==> config.mk <==
export PLATFORM = sky130hd
export DESIGN_NAME = sadc_sequencer
export DESIGN_NICKNAME = d
export VERILOG_FILES = /design/src/logic/sadc_sequencer.v
export VERILOG_INCLUDE_DIRS = /design/src /design/src/pkg
export SDC_FILE = /design/constraint.sdc
export NUM_CORES = 1
export LEC_CHECK = 0
export BUFFER_PORTS_ARGS = -buffer_cell sky130_fd_sc_hd__buf_2
export CORE_MARGIN = 1
export CORE_UTILIZATION = 50
export DETAILED_ROUTE_END_ITERATION = 10
export PLACE_DENSITY = 0.82
export SYNTH_ARGS = -nofsm -noshare
export SYNTH_HDL_FRONTEND = slang
export SYNTH_SLANG_ARGS = --single-unit
export TNS_END_PERCENT = 100
==> constraint.sdc <==
create_clock -name sys_clk -period 7.38 [get_ports sys_clk]
set_input_delay 0.738 -clock sys_clk [delete_from_list [all_inputs] [get_ports sys_clk]]
set_output_delay 0.738 -clock sys_clk [all_outputs]
set_load 0.02 [all_outputs]
==> src/pkg/sadc_regs.vh <==
// Register offsets, field positions, reset values and timing counts of the converter sequencer
`ifndef SADC_REGS_VH
`define SADC_REGS_VH

// ----------------------------------------------------------------
// Register byte addresses (one 32-bit word each)
// ----------------------------------------------------------------
`define SADC_OFS_INPUT_SEL    5'h00
`define SADC_OFS_CTRL_A       5'h04
`define SADC_OFS_CTRL_B       5'h08
`define SADC_OFS_RESULT_LOW   5'h0C

// A separate word keeps the high byte read distinct from the low byte read
`define SADC_OFS_RESULT_HIGH  5'h10
`define SADC_OFS_STATUS       5'h14

// ----------------------------------------------------------------
// Input select register fields
// ----------------------------------------------------------------
`define SADC_REF_LSB          6
`define SADC_REF_VCC          2'h0
`define SADC_REF_EXT          2'h1
`define SADC_REF_INT          2'h2
`define SADC_TEMP_SENSOR      6'h22

// ----------------------------------------------------------------
// Control A fields
// ----------------------------------------------------------------
`define SADC_CA_ENABLE        7
`define SADC_CA_START         6
`define SADC_CA_AUTO          5
`define SADC_CA_DONE          4

// ----------------------------------------------------------------
// Control B fields
// ----------------------------------------------------------------
`define SADC_CB_LEFT          4

// ----------------------------------------------------------------
// Reset values
// ----------------------------------------------------------------
`define SADC_RST_BYTE         8'h00

// ----------------------------------------------------------------
// Conversion timing in half ADC clock cycles; trigger sync delay in CPU cycles
// ----------------------------------------------------------------
`define SADC_HALF_NORMAL      6'd26
`define SADC_HALF_FIRST       6'd50
`define SADC_HALF_AUTO        6'd27
`define SADC_HALF_SMP_NORMAL  6'd3
`define SADC_HALF_SMP_FIRST   6'd29
`define SADC_HALF_SMP_AUTO    6'd4
`define SADC_TRIG_SYNC        2'd3

`endif

==> src/logic/sadc_sequencer.v <==
// Control and sequencing logic of a 10-bit successive-approximation converter
`timescale 1ns/100ps
`include "sadc_regs.vh"

module sadc_sequencer #(
   parameter TRIG_WIDTH = 8
) (
   // Clock and reset
   input  wire                  sys_clk,
   input  wire                  rst_n,
   // Avalon-MM slave
   input  wire [4:0]            avs_address,
   input  wire                  avs_read,
   input  wire                  avs_write,
   input  wire [31:0]           avs_writedata,
   input  wire [3:0]            avs_byteenable,
   output reg  [31:0]           avs_readdata,
   output reg                   avs_waitrequest,
   // Trigger sources: on-chip interrupt flags
   input  wire [TRIG_WIDTH-1:0] trig_flags,
   // Analog front end
   input  wire                  cmp_result,
   output reg  [1:0]            afe_ref_sel,
   output reg  [5:0]            afe_input_sel,
   output reg                   afe_gain_20x,
   output reg                   afe_gain_bypass,
   output reg                   afe_temp_sel,
   output reg                   afe_enable,
   output reg                   afe_sample,
   output reg  [9:0]            afe_dac_code,
   // Events
   output reg                   conv_done_pulse
);

   // ----------------------------------------------------------------
   // State encodings
   // ----------------------------------------------------------------
   localparam [2:0] ST_IDLE = 3'b001;
   localparam [2:0] ST_WAIT = 3'b010;
   localparam [2:0] ST_CONV = 3'b100;

   // ----------------------------------------------------------------
   // Registers
   // ----------------------------------------------------------------
   reg [7:0]  input_select_reg;
   reg [7:0]  ctrl_a_reg;
   reg [7:0]  ctrl_b_reg;
   reg [9:0]  result_reg;
   reg        lock_reg;
   reg [2:0]  state_reg;
   reg [7:0]  presc_reg;
   reg [5:0]  half_reg;
   reg [5:0]  len_reg;
   reg [5:0]  smp_reg;
   reg        first_reg;
   reg        auto_conv_reg;
   reg [9:0]  sar_reg;
   reg [3:0]  bit_reg;
   reg        trig_prev_reg;
   reg [1:0]  sync_reg;
   reg        sync_busy_reg;
   reg        ack_reg;

   // ----------------------------------------------------------------
   // Decode
   // ----------------------------------------------------------------
   wire       en        = ctrl_a_reg[`SADC_CA_ENABLE];
   wire       auto_en   = ctrl_a_reg[`SADC_CA_AUTO];
   wire [2:0] div_sel   = ctrl_a_reg[2:0];
   wire [2:0] trig_sel  = ctrl_b_reg[2:0];
   wire       left_adj  = ctrl_b_reg[`SADC_CB_LEFT];
   wire       busy      = (state_reg != ST_IDLE);
   wire       req       = (avs_read | avs_write) & ~ack_reg;
   wire       wr_hit    = avs_write & ~ack_reg & avs_byteenable[0];
   wire       rd_hit    = avs_read & ~ack_reg;

   // Divider factor of 2, 4 .. 128; select 0 behaves like 1 so that factor is still 2
   function [7:0] div_mask;
      input [2:0] sel;
      begin
         div_mask = (sel == 3'd0) ? 8'h01 : ((8'h01 << sel) - 8'h01);
      end
   endfunction

   function [7:0] lane0;
      input [31:0] d;
      begin
         lane0 = d[7:0];
      end
   endfunction

   wire [7:0] mask      = div_mask(div_sel);
   // One CPU cycle per half ADC clock edge
   wire       half_tick = en & ((presc_reg & (mask >> 1)) == (mask >> 1));

   wire       trig_sig  = (trig_sel < TRIG_WIDTH) ? trig_flags[trig_sel] : 1'b0;
   wire       trig_rise = trig_sig & ~trig_prev_reg;
   wire       done_src  = (trig_sel == 3'd0);
   wire       sw_start  = wr_hit && (avs_address == `SADC_OFS_CTRL_A) &&
                          avs_writedata[`SADC_CA_START] && avs_writedata[`SADC_CA_ENABLE];
   wire       last_half = (half_reg == len_reg - 6'd1);
   wire       finish    = (state_reg == ST_CONV) && half_tick && last_half;
   wire       rising    = half_tick & ~presc_reg[7] & (presc_reg == mask);

   // Selection follows software outside the conversion state (idle or waiting) or in its final ADC clock
   wire       sel_open  = (state_reg != ST_CONV) ||
                          (half_reg >= len_reg - 6'd2);

   // ----------------------------------------------------------------
   // Bus slave: one wait cycle, then answer
   // ----------------------------------------------------------------
   always @(posedge sys_clk) begin
      if (!rst_n) begin
         ack_reg         <= 1'b0;
         avs_waitrequest <= 1'b1;
         avs_readdata    <= 32'h0000_0000;
      end else begin
         ack_reg         <= req;
         avs_waitrequest <= ~req;
         if (rd_hit) begin
            case (avs_address)
               `SADC_OFS_INPUT_SEL:   avs_readdata <= {24'h0, input_select_reg};
               `SADC_OFS_CTRL_A:      avs_readdata <= {24'h0, ctrl_a_reg[7],
                                                       busy | ctrl_a_reg[6],
                                                       ctrl_a_reg[5:0]};
               `SADC_OFS_CTRL_B:      avs_readdata <= {24'h0, ctrl_b_reg};
               `SADC_OFS_RESULT_LOW:  avs_readdata <= left_adj ?
                                         {24'h0, result_reg[1:0], 6'h00} :
                                         {24'h0, result_reg[7:0]};
               `SADC_OFS_RESULT_HIGH: avs_readdata <= left_adj ?
                                         {24'h0, result_reg[9:2]} :
                                         {30'h0, result_reg[9:8]};
               `SADC_OFS_STATUS:      avs_readdata <= {29'h0, lock_reg, first_reg, busy};
               default:               avs_readdata <= 32'h0000_0000;
            endcase
         end
      end
   end

   // ----------------------------------------------------------------
   // Registers and result lock
   // ----------------------------------------------------------------
   always @(posedge sys_clk) begin
      if (!rst_n) begin
         input_select_reg <= `SADC_RST_BYTE;
         ctrl_a_reg       <= `SADC_RST_BYTE;
         ctrl_b_reg       <= `SADC_RST_BYTE;
         result_reg       <= 10'h000;
         lock_reg         <= 1'b0;
      end else begin
         if (wr_hit && avs_address == `SADC_OFS_INPUT_SEL)
            input_select_reg <= lane0(avs_writedata);
         if (wr_hit && avs_address == `SADC_OFS_CTRL_B)
            ctrl_b_reg <= lane0(avs_writedata);
         if (wr_hit && avs_address == `SADC_OFS_CTRL_A) begin
            ctrl_a_reg[7]   <= avs_writedata[7];
            ctrl_a_reg[5]   <= avs_writedata[5];
            ctrl_a_reg[3:0] <= avs_writedata[3:0];
         end
         // Start bit mirrors conversion activity
         if (sw_start)
            ctrl_a_reg[`SADC_CA_START] <= 1'b1;
         else if (!en || finish)
            ctrl_a_reg[`SADC_CA_START] <= 1'b0;
         // Done flag: set wins over write-one-to-clear
         if (finish)
            ctrl_a_reg[`SADC_CA_DONE] <= 1'b1;
         else if (wr_hit && avs_address == `SADC_OFS_CTRL_A && avs_writedata[`SADC_CA_DONE])
            ctrl_a_reg[`SADC_CA_DONE] <= 1'b0;
         if (rd_hit && avs_address == `SADC_OFS_RESULT_LOW)
            lock_reg <= 1'b1;
         else if (rd_hit && avs_address == `SADC_OFS_RESULT_HIGH)
            lock_reg <= 1'b0;
         if (finish && !lock_reg)
            result_reg <= sar_reg;
      end
   end

   // ----------------------------------------------------------------
   // Prescaler and trigger edge detection
   // ----------------------------------------------------------------
   always @(posedge sys_clk) begin
      if (!rst_n) begin
         presc_reg     <= 8'h00;
         trig_prev_reg <= 1'b0;
         sync_reg      <= 2'd0;
         sync_busy_reg <= 1'b0;
      end else begin
         trig_prev_reg <= trig_sig;
         if (!en)
            presc_reg <= 8'h00;
         else if (trig_rise && auto_en && !busy && !done_src)
            presc_reg <= 8'h00;
         else
            presc_reg <= (presc_reg + 8'h01) & mask;
         // Trigger edge is held for the synchroniser delay before starting
         if (trig_rise && auto_en && en && !busy && !sync_busy_reg && !done_src) begin
            sync_busy_reg <= 1'b1;
            sync_reg      <= 2'd1;
         end else if (sync_busy_reg) begin
            if (sync_reg == `SADC_TRIG_SYNC - 2'd1)
               sync_busy_reg <= 1'b0;
            sync_reg <= sync_reg + 2'd1;
         end
      end
   end

   // ----------------------------------------------------------------
   // Conversion sequencer
   // ----------------------------------------------------------------
   always @(posedge sys_clk) begin
      if (!rst_n) begin
         state_reg       <= ST_IDLE;
         half_reg        <= 6'd0;
         len_reg         <= `SADC_HALF_NORMAL;
         smp_reg         <= `SADC_HALF_SMP_NORMAL;
         first_reg       <= 1'b1;
         auto_conv_reg   <= 1'b0;
         sar_reg         <= 10'h000;
         bit_reg         <= 4'd9;
         afe_sample      <= 1'b0;
         afe_dac_code    <= 10'h000;
         conv_done_pulse <= 1'b0;
      end else begin
         conv_done_pulse <= finish;
         afe_sample      <= 1'b0;
         // A start written together with the enable bit must not be lost
         if (!en && !sw_start) begin
            state_reg <= ST_IDLE;
            first_reg <= 1'b1;
         end else begin
            case (state_reg)
               ST_IDLE: begin
                  if (sw_start) begin
                     state_reg     <= ST_WAIT;
                     auto_conv_reg <= 1'b0;
                  end else if (sync_busy_reg && sync_reg == `SADC_TRIG_SYNC - 2'd1) begin
                     state_reg     <= ST_CONV;
                     auto_conv_reg <= 1'b1;
                     half_reg      <= 6'd0;
                     len_reg       <= first_reg ? `SADC_HALF_FIRST : `SADC_HALF_AUTO;
                     smp_reg       <= first_reg ? `SADC_HALF_SMP_FIRST : `SADC_HALF_SMP_AUTO;
                  end
               end
               ST_WAIT: begin
                  if (rising) begin
                     state_reg <= ST_CONV;
                     half_reg  <= 6'd0;
                     len_reg   <= first_reg ? `SADC_HALF_FIRST : `SADC_HALF_NORMAL;
                     smp_reg   <= first_reg ? `SADC_HALF_SMP_FIRST :
                                              `SADC_HALF_SMP_NORMAL;
                  end
               end
               ST_CONV: begin
                  if (half_tick) begin
                     half_reg <= half_reg + 6'd1;
                     if (half_reg == smp_reg - 6'd1) begin
                        afe_sample   <= 1'b1;
                        sar_reg      <= 10'h000;
                        bit_reg      <= 4'd9;
                        afe_dac_code <= 10'h200;
                     end else if (half_reg >= smp_reg && half_reg[0] && bit_reg != 4'hF) begin
                        // One decision per ADC clock after the hold, MSB first
                        sar_reg      <= cmp_result ? (afe_dac_code) :
                                        (afe_dac_code & ~(10'h001 << bit_reg));
                        if (bit_reg != 4'd0)
                           afe_dac_code <= (cmp_result ? afe_dac_code :
                                           (afe_dac_code & ~(10'h001 << bit_reg))) |
                                           (10'h001 << (bit_reg - 4'd1));
                        bit_reg      <= bit_reg - 4'd1;
                     end
                     if (last_half) begin
                        first_reg <= 1'b0;
                        half_reg  <= 6'd0;
                        // Done-flag source restarts regardless of the flag
                        if (auto_en && done_src) begin
                           state_reg <= ST_CONV;
                           len_reg   <= `SADC_HALF_NORMAL;
                           smp_reg   <= `SADC_HALF_SMP_NORMAL;
                        end else
                           state_reg <= ST_IDLE;
                     end
                  end
               end
               default: state_reg <= ST_IDLE;
            endcase
         end
      end
   end

   // ----------------------------------------------------------------
   // Buffered selection to the analog front end
   // ----------------------------------------------------------------
   always @(posedge sys_clk) begin
      if (!rst_n) begin
         afe_ref_sel     <= `SADC_REF_VCC;
         afe_input_sel   <= 6'h00;
         afe_gain_20x    <= 1'b0;
         afe_gain_bypass <= 1'b1;
         afe_temp_sel    <= 1'b0;
         afe_enable      <= 1'b0;
      end else begin
         afe_enable <= en;
         if (en && sel_open) begin
            afe_ref_sel     <= input_select_reg[`SADC_REF_LSB+1:`SADC_REF_LSB];
            afe_input_sel   <= input_select_reg[5:0];
            afe_temp_sel    <= (input_select_reg[5:0] == `SADC_TEMP_SENSOR);
            // Codes 0..7 are single-ended; others except the sensor are differential
            afe_gain_bypass <= (input_select_reg[5:3] == 3'd0) ||
                               (input_select_reg[5:0] == `SADC_TEMP_SENSOR);
            afe_gain_20x    <= (input_select_reg[5:3] != 3'd0) &&
                               (input_select_reg[5:0] != `SADC_TEMP_SENSOR) &&
                               input_select_reg[0];
         end
      end
   end

endmodule

## Word-level counts from Yosys, hierarchy flattened

Cells that the tools add are included.

| word-level totals | value |
|---|---|
| flip-flop bits (word level) | 141 |
| bits of input ports | 54 |
| output and inout port bits | 57 |
| logic and storage cells | 209 |

| operators by class | value |
|---|---|
| $add $sub $neg | 8 |
| $lt $le $gt $ge | 3 |
| equality and inequality tests | 25 |
| shift operators | 3 |
| mux-type cells | 57 |
| bitwise gates (word level) | 24 |
| reductions and logical operators | 58 |

Operators by type and width:

| cell | count |
|---|---|
| two-way mux 6 bit | 19 |
| two-way mux 10 bit | 6 |
| one-hot mux 6 bit (3 select lines) | 3 |
| one-hot mux 8 bit (6 select lines) | 1 |
| logical AND 1 bit | 26 |
| two-way mux 8 bit | 3 |
| left shift 1 x 4 -> 10 bit, first input constant | 2 |
| two-way mux 3 bit | 6 |
| two-way mux 1 bit | 13 |
| equality test 6 bit | 2 |
| greater-or-equal comparator 6 bit | 2 |
| nonzero test 2 bit | 6 |
| subtractor 6 x 1 -> 6 bit, second input constant | 2 |
| bitwise AND 10 bit | 1 |
| equality test 5 x 4 -> 1 bit, second input constant | 2 |
| equality test 5 bit, second input constant | 2 |
| two-way mux 5 bit | 2 |
| != test 2 bit, second input constant | 5 |
| NOT 10 bit | 1 |
| OR 10 bit | 1 |
| zero test 3 bit | 3 |
| NOT 1 bit | 9 |
| one-hot mux 3 bit (3 select lines) | 1 |
| adder 8 x 1 -> 8 bit, second input constant | 1 |
| other kinds (39) | 59 |

## Logic depth before layout (Yosys ltp)

| depth | value |
|---|---|
| word-level depth | 11 |
| depth in mapped cells | 10 |
| gate-level depth less buffers | 8 |

## Least setup slack after synthesis

No wires, ideal clock.

| timing path | value |
|---|---|
| kind | input to register |
| start | input avs_address[3] |
| end | register half_reg[2] |
| library setup time | 0.092 ns |
| data arrival time | 2.573 ns |
| setup slack | 4.715 ns |
| stages on the path | 7 |
| buffers on the path | 1 |
| path through | or4b_1 -> buf_2 -> or3_4 -> a211oi_2 -> and2b_1 -> o21ai_1 -> o32ai_1 |

| between the ends | value |
|---|---|
| longest elaborated chain between the ends | 8 |

Ends and longest elaborated chain:

| what | line | text |
|---|---|---|
| start, declared | sadc_sequencer.v:12 | `input wire [4:0] avs_address,` |
| equality test 5 x 3 -> 1 bit * | -- |  |
| logical AND 1 bit * (3 in a row) | sadc_sequencer.v:99 | `` wire sw_start = wr_hit && (avs_address == `SADC_OFS_CTRL_A) && `` |
| zero test 1 bit | sadc_sequencer.v:228 | `if (!en && !sw_start) begin` |
| logical AND 1 bit | sadc_sequencer.v:228 |  |
| NOT 1 bit (no source line) | -- |  |
| AND reduction 6 bit (no source line) * | -- |  |
| end signal, assigned | sadc_sequencer.v:256 | `half_reg <= half_reg + 6'd1;` |
| end, declared | sadc_sequencer.v:52 | `reg [5:0] half_reg;` |

Mark *: on every way between the ends. The rest lies on a longest branch, timed or not.
A chain may end at the register's enable or synchronous reset.

## Worst setup path after layout

| timing path | value |
|---|---|
| start | input avs_address[2] |
| end | register half_reg[2] |

The elaborated chain is that of the path after synthesis.

==> summary.md <==
| Metric | Value |
|---|---|
| Status | finished clean |
| Ranking of synthesized cells by area | dfxtp_1 (38%), mux2i_1 (7.8%), nand2_1 (4.5%) |
| Area share of the largest cell type after synthesis | between 30% and 40% |
| Worst-skew pair later-pin latency | roughly 0.35 ns |
| CTS tree | done |
| Hold Fails Final Rpt | 0 |
| Die W | about 110 um |
| CTS hold repair buffers | 0 |
| Drc violations | 0 |
| HP Class | reg -> reg |
| Main synth FF type | dfxtp_1 |
| Count leader, synth | dfxtp_1 |
| Aggregate global-route resource usage | approximately 25% |
| Crit Path Max Fanout | 13 |
| GPL Wtd Cong | between 0.8 and 0.9 |
| Clk sinks | 111 |
| Final nets | 780 |
| Largest net degree at the start of global routing | 57 |
| Register area | ~2200 um^2 |
| Top cells by count, synth | dfxtp_1 (111), nand2_1 (70), nor2_1 (60), mux2i_1 (45), a21oi_1 (32) |
| Area growth syn-to-layout | 10.21% |
| Final WL | about 14 mm |
| Clk slew on worst S/H paths | about 0.08 ns |
| Setup CP Type | in -> reg |
| Total number of vias | a little over 5,000 |
| Crit. End Element | register |
| Comb power frac | 5.3% |
| Drt pass-1 iters | 5 |
| Clock Skews | 0.01210 ns |
| Gr ovfl total | 0 |
| Fmax | 359.7 MHz |
| NetSw | roughly 280 uW |
| Fraction of layout cells with a size suffix above 1 | 13.62% |
| Final core occ | 57.68% |
| Non-filler instance count after layout | ~850 |
| Setup Buffers After CTS | 0 |
| Via density | between 6 and 7 |
| Tcrit/Tclk final | 37.67% |
| Dpl cell area | 6086 um^2 |
| I/O pin count | approximately 110 |
| RSZ-0062 raised after global routing | no |
| HPWL after DPL | ~10 mm |
| Vias in the first global route | about 5,000 |
| Sequential share of the synthesized area | a little under two fifths |
| Switching part of the total | between 20% and 30% |
| Area of the multi-input gates | 3284 um^2 |
| Lkg Pwr | between 0.002 and 0.0025 uW |
| Antenna violations before repair | 0 |
| Worst vdd rail ir drop | about 160 uV |
| Placeable Area | between 10,000 and 15,000 um^2 |
| Slowest CP cell | or4b_1 |
| Yosys warns | 0 |
| Sequential share of power | a little over 50% |
| Synth cell types | 74 |
| Cell area after layout | roughly 6400 um^2 |
| Post-synthesis area per instance | around 8.7 um^2 |
| Final-report max-slew violation count | 0 |
| Die H | 109.7 um |
| Startpoint Class | input port |
| WP data required | roughly 7.6 ns |
| #FFs+latches synth | about 110 |
| Cell Area, Synth | 5798 um^2 |
| CTS Buf Count | 9 |
| First-pass GRT wire length | around 24 mm |
| Clk pwr share | 43.0% |
| # resized after CTS | 0 |
| Slew headroom | 40.29% |
| Int Power | 889.1 uW |
| Cells after synthesis | approximately 670 |
| Starting Density | between 50% and 60% |
| Rows | 38 |
| Period minus WS final | 2.780 ns |
| PD cells | around 180 nW/um^2 |
| # setup viols final | 0 |
| Routed Antenna Nets | 0 |
| Ys async rst share | 0% |
| Deepest clock path buffer count | 2 |
| Worst path arrival time | 3.04 ns |
| # fillers | around 940 |
| H-tree Lvls | 3 |
| Root Driver | clkbuf_16 |
| Final hold slack | roughly 0.47 ns |
| Routed length per instance | about 17 um |
| Setup_tns | 0 ns |
| Die area | ~12,000 um^2 |
| ANT cells | 0 |
| Initial DRC count | around 410 |
| EDFF count, synth | 0 |
| Largest stage delay, worst path | approximately 0.60 ns |
| Max cap viols | 0 |
| Dominant cell type by area after synthesis | dfxtp_1 |
| CP Cell Sequence | buf_2 -> or4b_1 -> or3_4 -> a211oi_2 -> and2b_1 -> o21ai_1 -> o32ai_1 |
| Number of port buffers | about 60 |
| Dpl cells | approximately 840 |
| Worst-Margin Slew | about 0.89 ns |
==> logic make-up (layout without fill, tap and decap cells) <==
logic type	Yosys count	count (layout)	share of synthesized area, %
AO/OA/AOI/OAI	151	151	18.65
buffers and inverters	77	100	6.668
XOR/XNOR	11	11	1.662
multiplexers	53	53	9.711
adder cells (fa/ha/maj)	19	19	4.100
flip-flops	111	111	38.33
other	1	25	0.06468
AND/OR/NAND/NOR	242	242	20.82
==> layout make-up <==
cell class                      count  area share, %
Sequential cell                   111          34.78
Clock inverter                      6          1.175
Inverter                           21          1.234
Multi-Input combinational cell    501          51.40
Clock buffer                       10          3.583
Timing Repair Buffer               63          5.091
Tap cell                          140          2.741
==> worst paths after layout <==
path | startpoint | endpoint | slack [ns] | cells after the start
worst max register to register | ctrl_a_reg[2] | smp_reg[0] | 4.61 | 6
worst max-delay path | avs_address[2] | half_reg[2] | 4.60 | 7
worst min-delay path | sar_reg[0] | sar_reg[0] | 0.47 | 1
worst min register to register | sar_reg[0] | sar_reg[0] | 0.47 | 1
==> metal layers <==
| metal | GRT usage (%) | part of all wire (%) | vias to the layer above | wire length, um |
|---|---|---|---|---|
| met3 | 3.260 | 6.6 | 37 | 946 |
| met2 | 43.13 | 49 | 251 | 7037 |
| met4 | 12.00 | 2.3 | 0 | 327 |
| met1 | 31.85 | 42 | 2440 | 5974 |
| li1 | - | - | 2442 | - |
| met5 | 0 | 0 | - | 0 |
==> power by group through the flow <==
stage                     Combinational, uW  Clock [uW]  Sequential [uW]
final                                  62.4         505              607
after detailed placement               60.7           0              621
after floorplan                        46.8           0              624
after global routing                   68.1         530              607
after CTS                              61.1         508              607
after global placement                 59.3           0              621
==> cells in the final DEF, fill, tap and decap left out, drive strengths merged, types with 3 or more instances in the layout <==
master   synthesis  final
nor4             3      3
or3b             3      3
mux2             6      6
nor2            60     60
o22ai            3      3
a221oi           6      6
nand4            5      5
nor3b            5      5
nand2           70     70
dfxtp          111    111
a31oi           10     10
nand4b           3      3
conb             1     25
clkbuf          22     10
nand2b          16     16
nor3            16     16
a22oi            4      4
ha              19     19
xnor2            9      9
o211ai           5      5
a21oi           32     32
nand3           24     24
o32ai            5      5
o21ai           23     23
and3             8      8
or3              5      5
nor2b            7      7
and2             6      6
a21boi           9      9
inv             21     24
mux2i           45     45
o2bb2ai         19     19
buf             34     63
or4b             3      3
a211oi           5      5
==> critical path, delay by kind of cell <==
family,cells,cell delay [ns]
AND/OR/NAND/NOR,3,1.26
buffers and inverters,1,0.23
AO/OA/AOI/OAI,3,0.81
==> metrics by stage <==
| stage | total power, uW | setup slack [ns] |
|---|---|---|
| 2_1_floorplan | 670.6 | 4.715 |
| 3_3_place_gp | 679.9 | 4.332 |
| 3_5_place_dp | 681.4 | 4.305 |
| 4_1_cts | 1175 | 4.632 |
| 5_1_grt | 1205 | 4.446 |
| 6_report | 1174 | 4.600 |
Note: power is estimated with default switching activity, not from simulation.
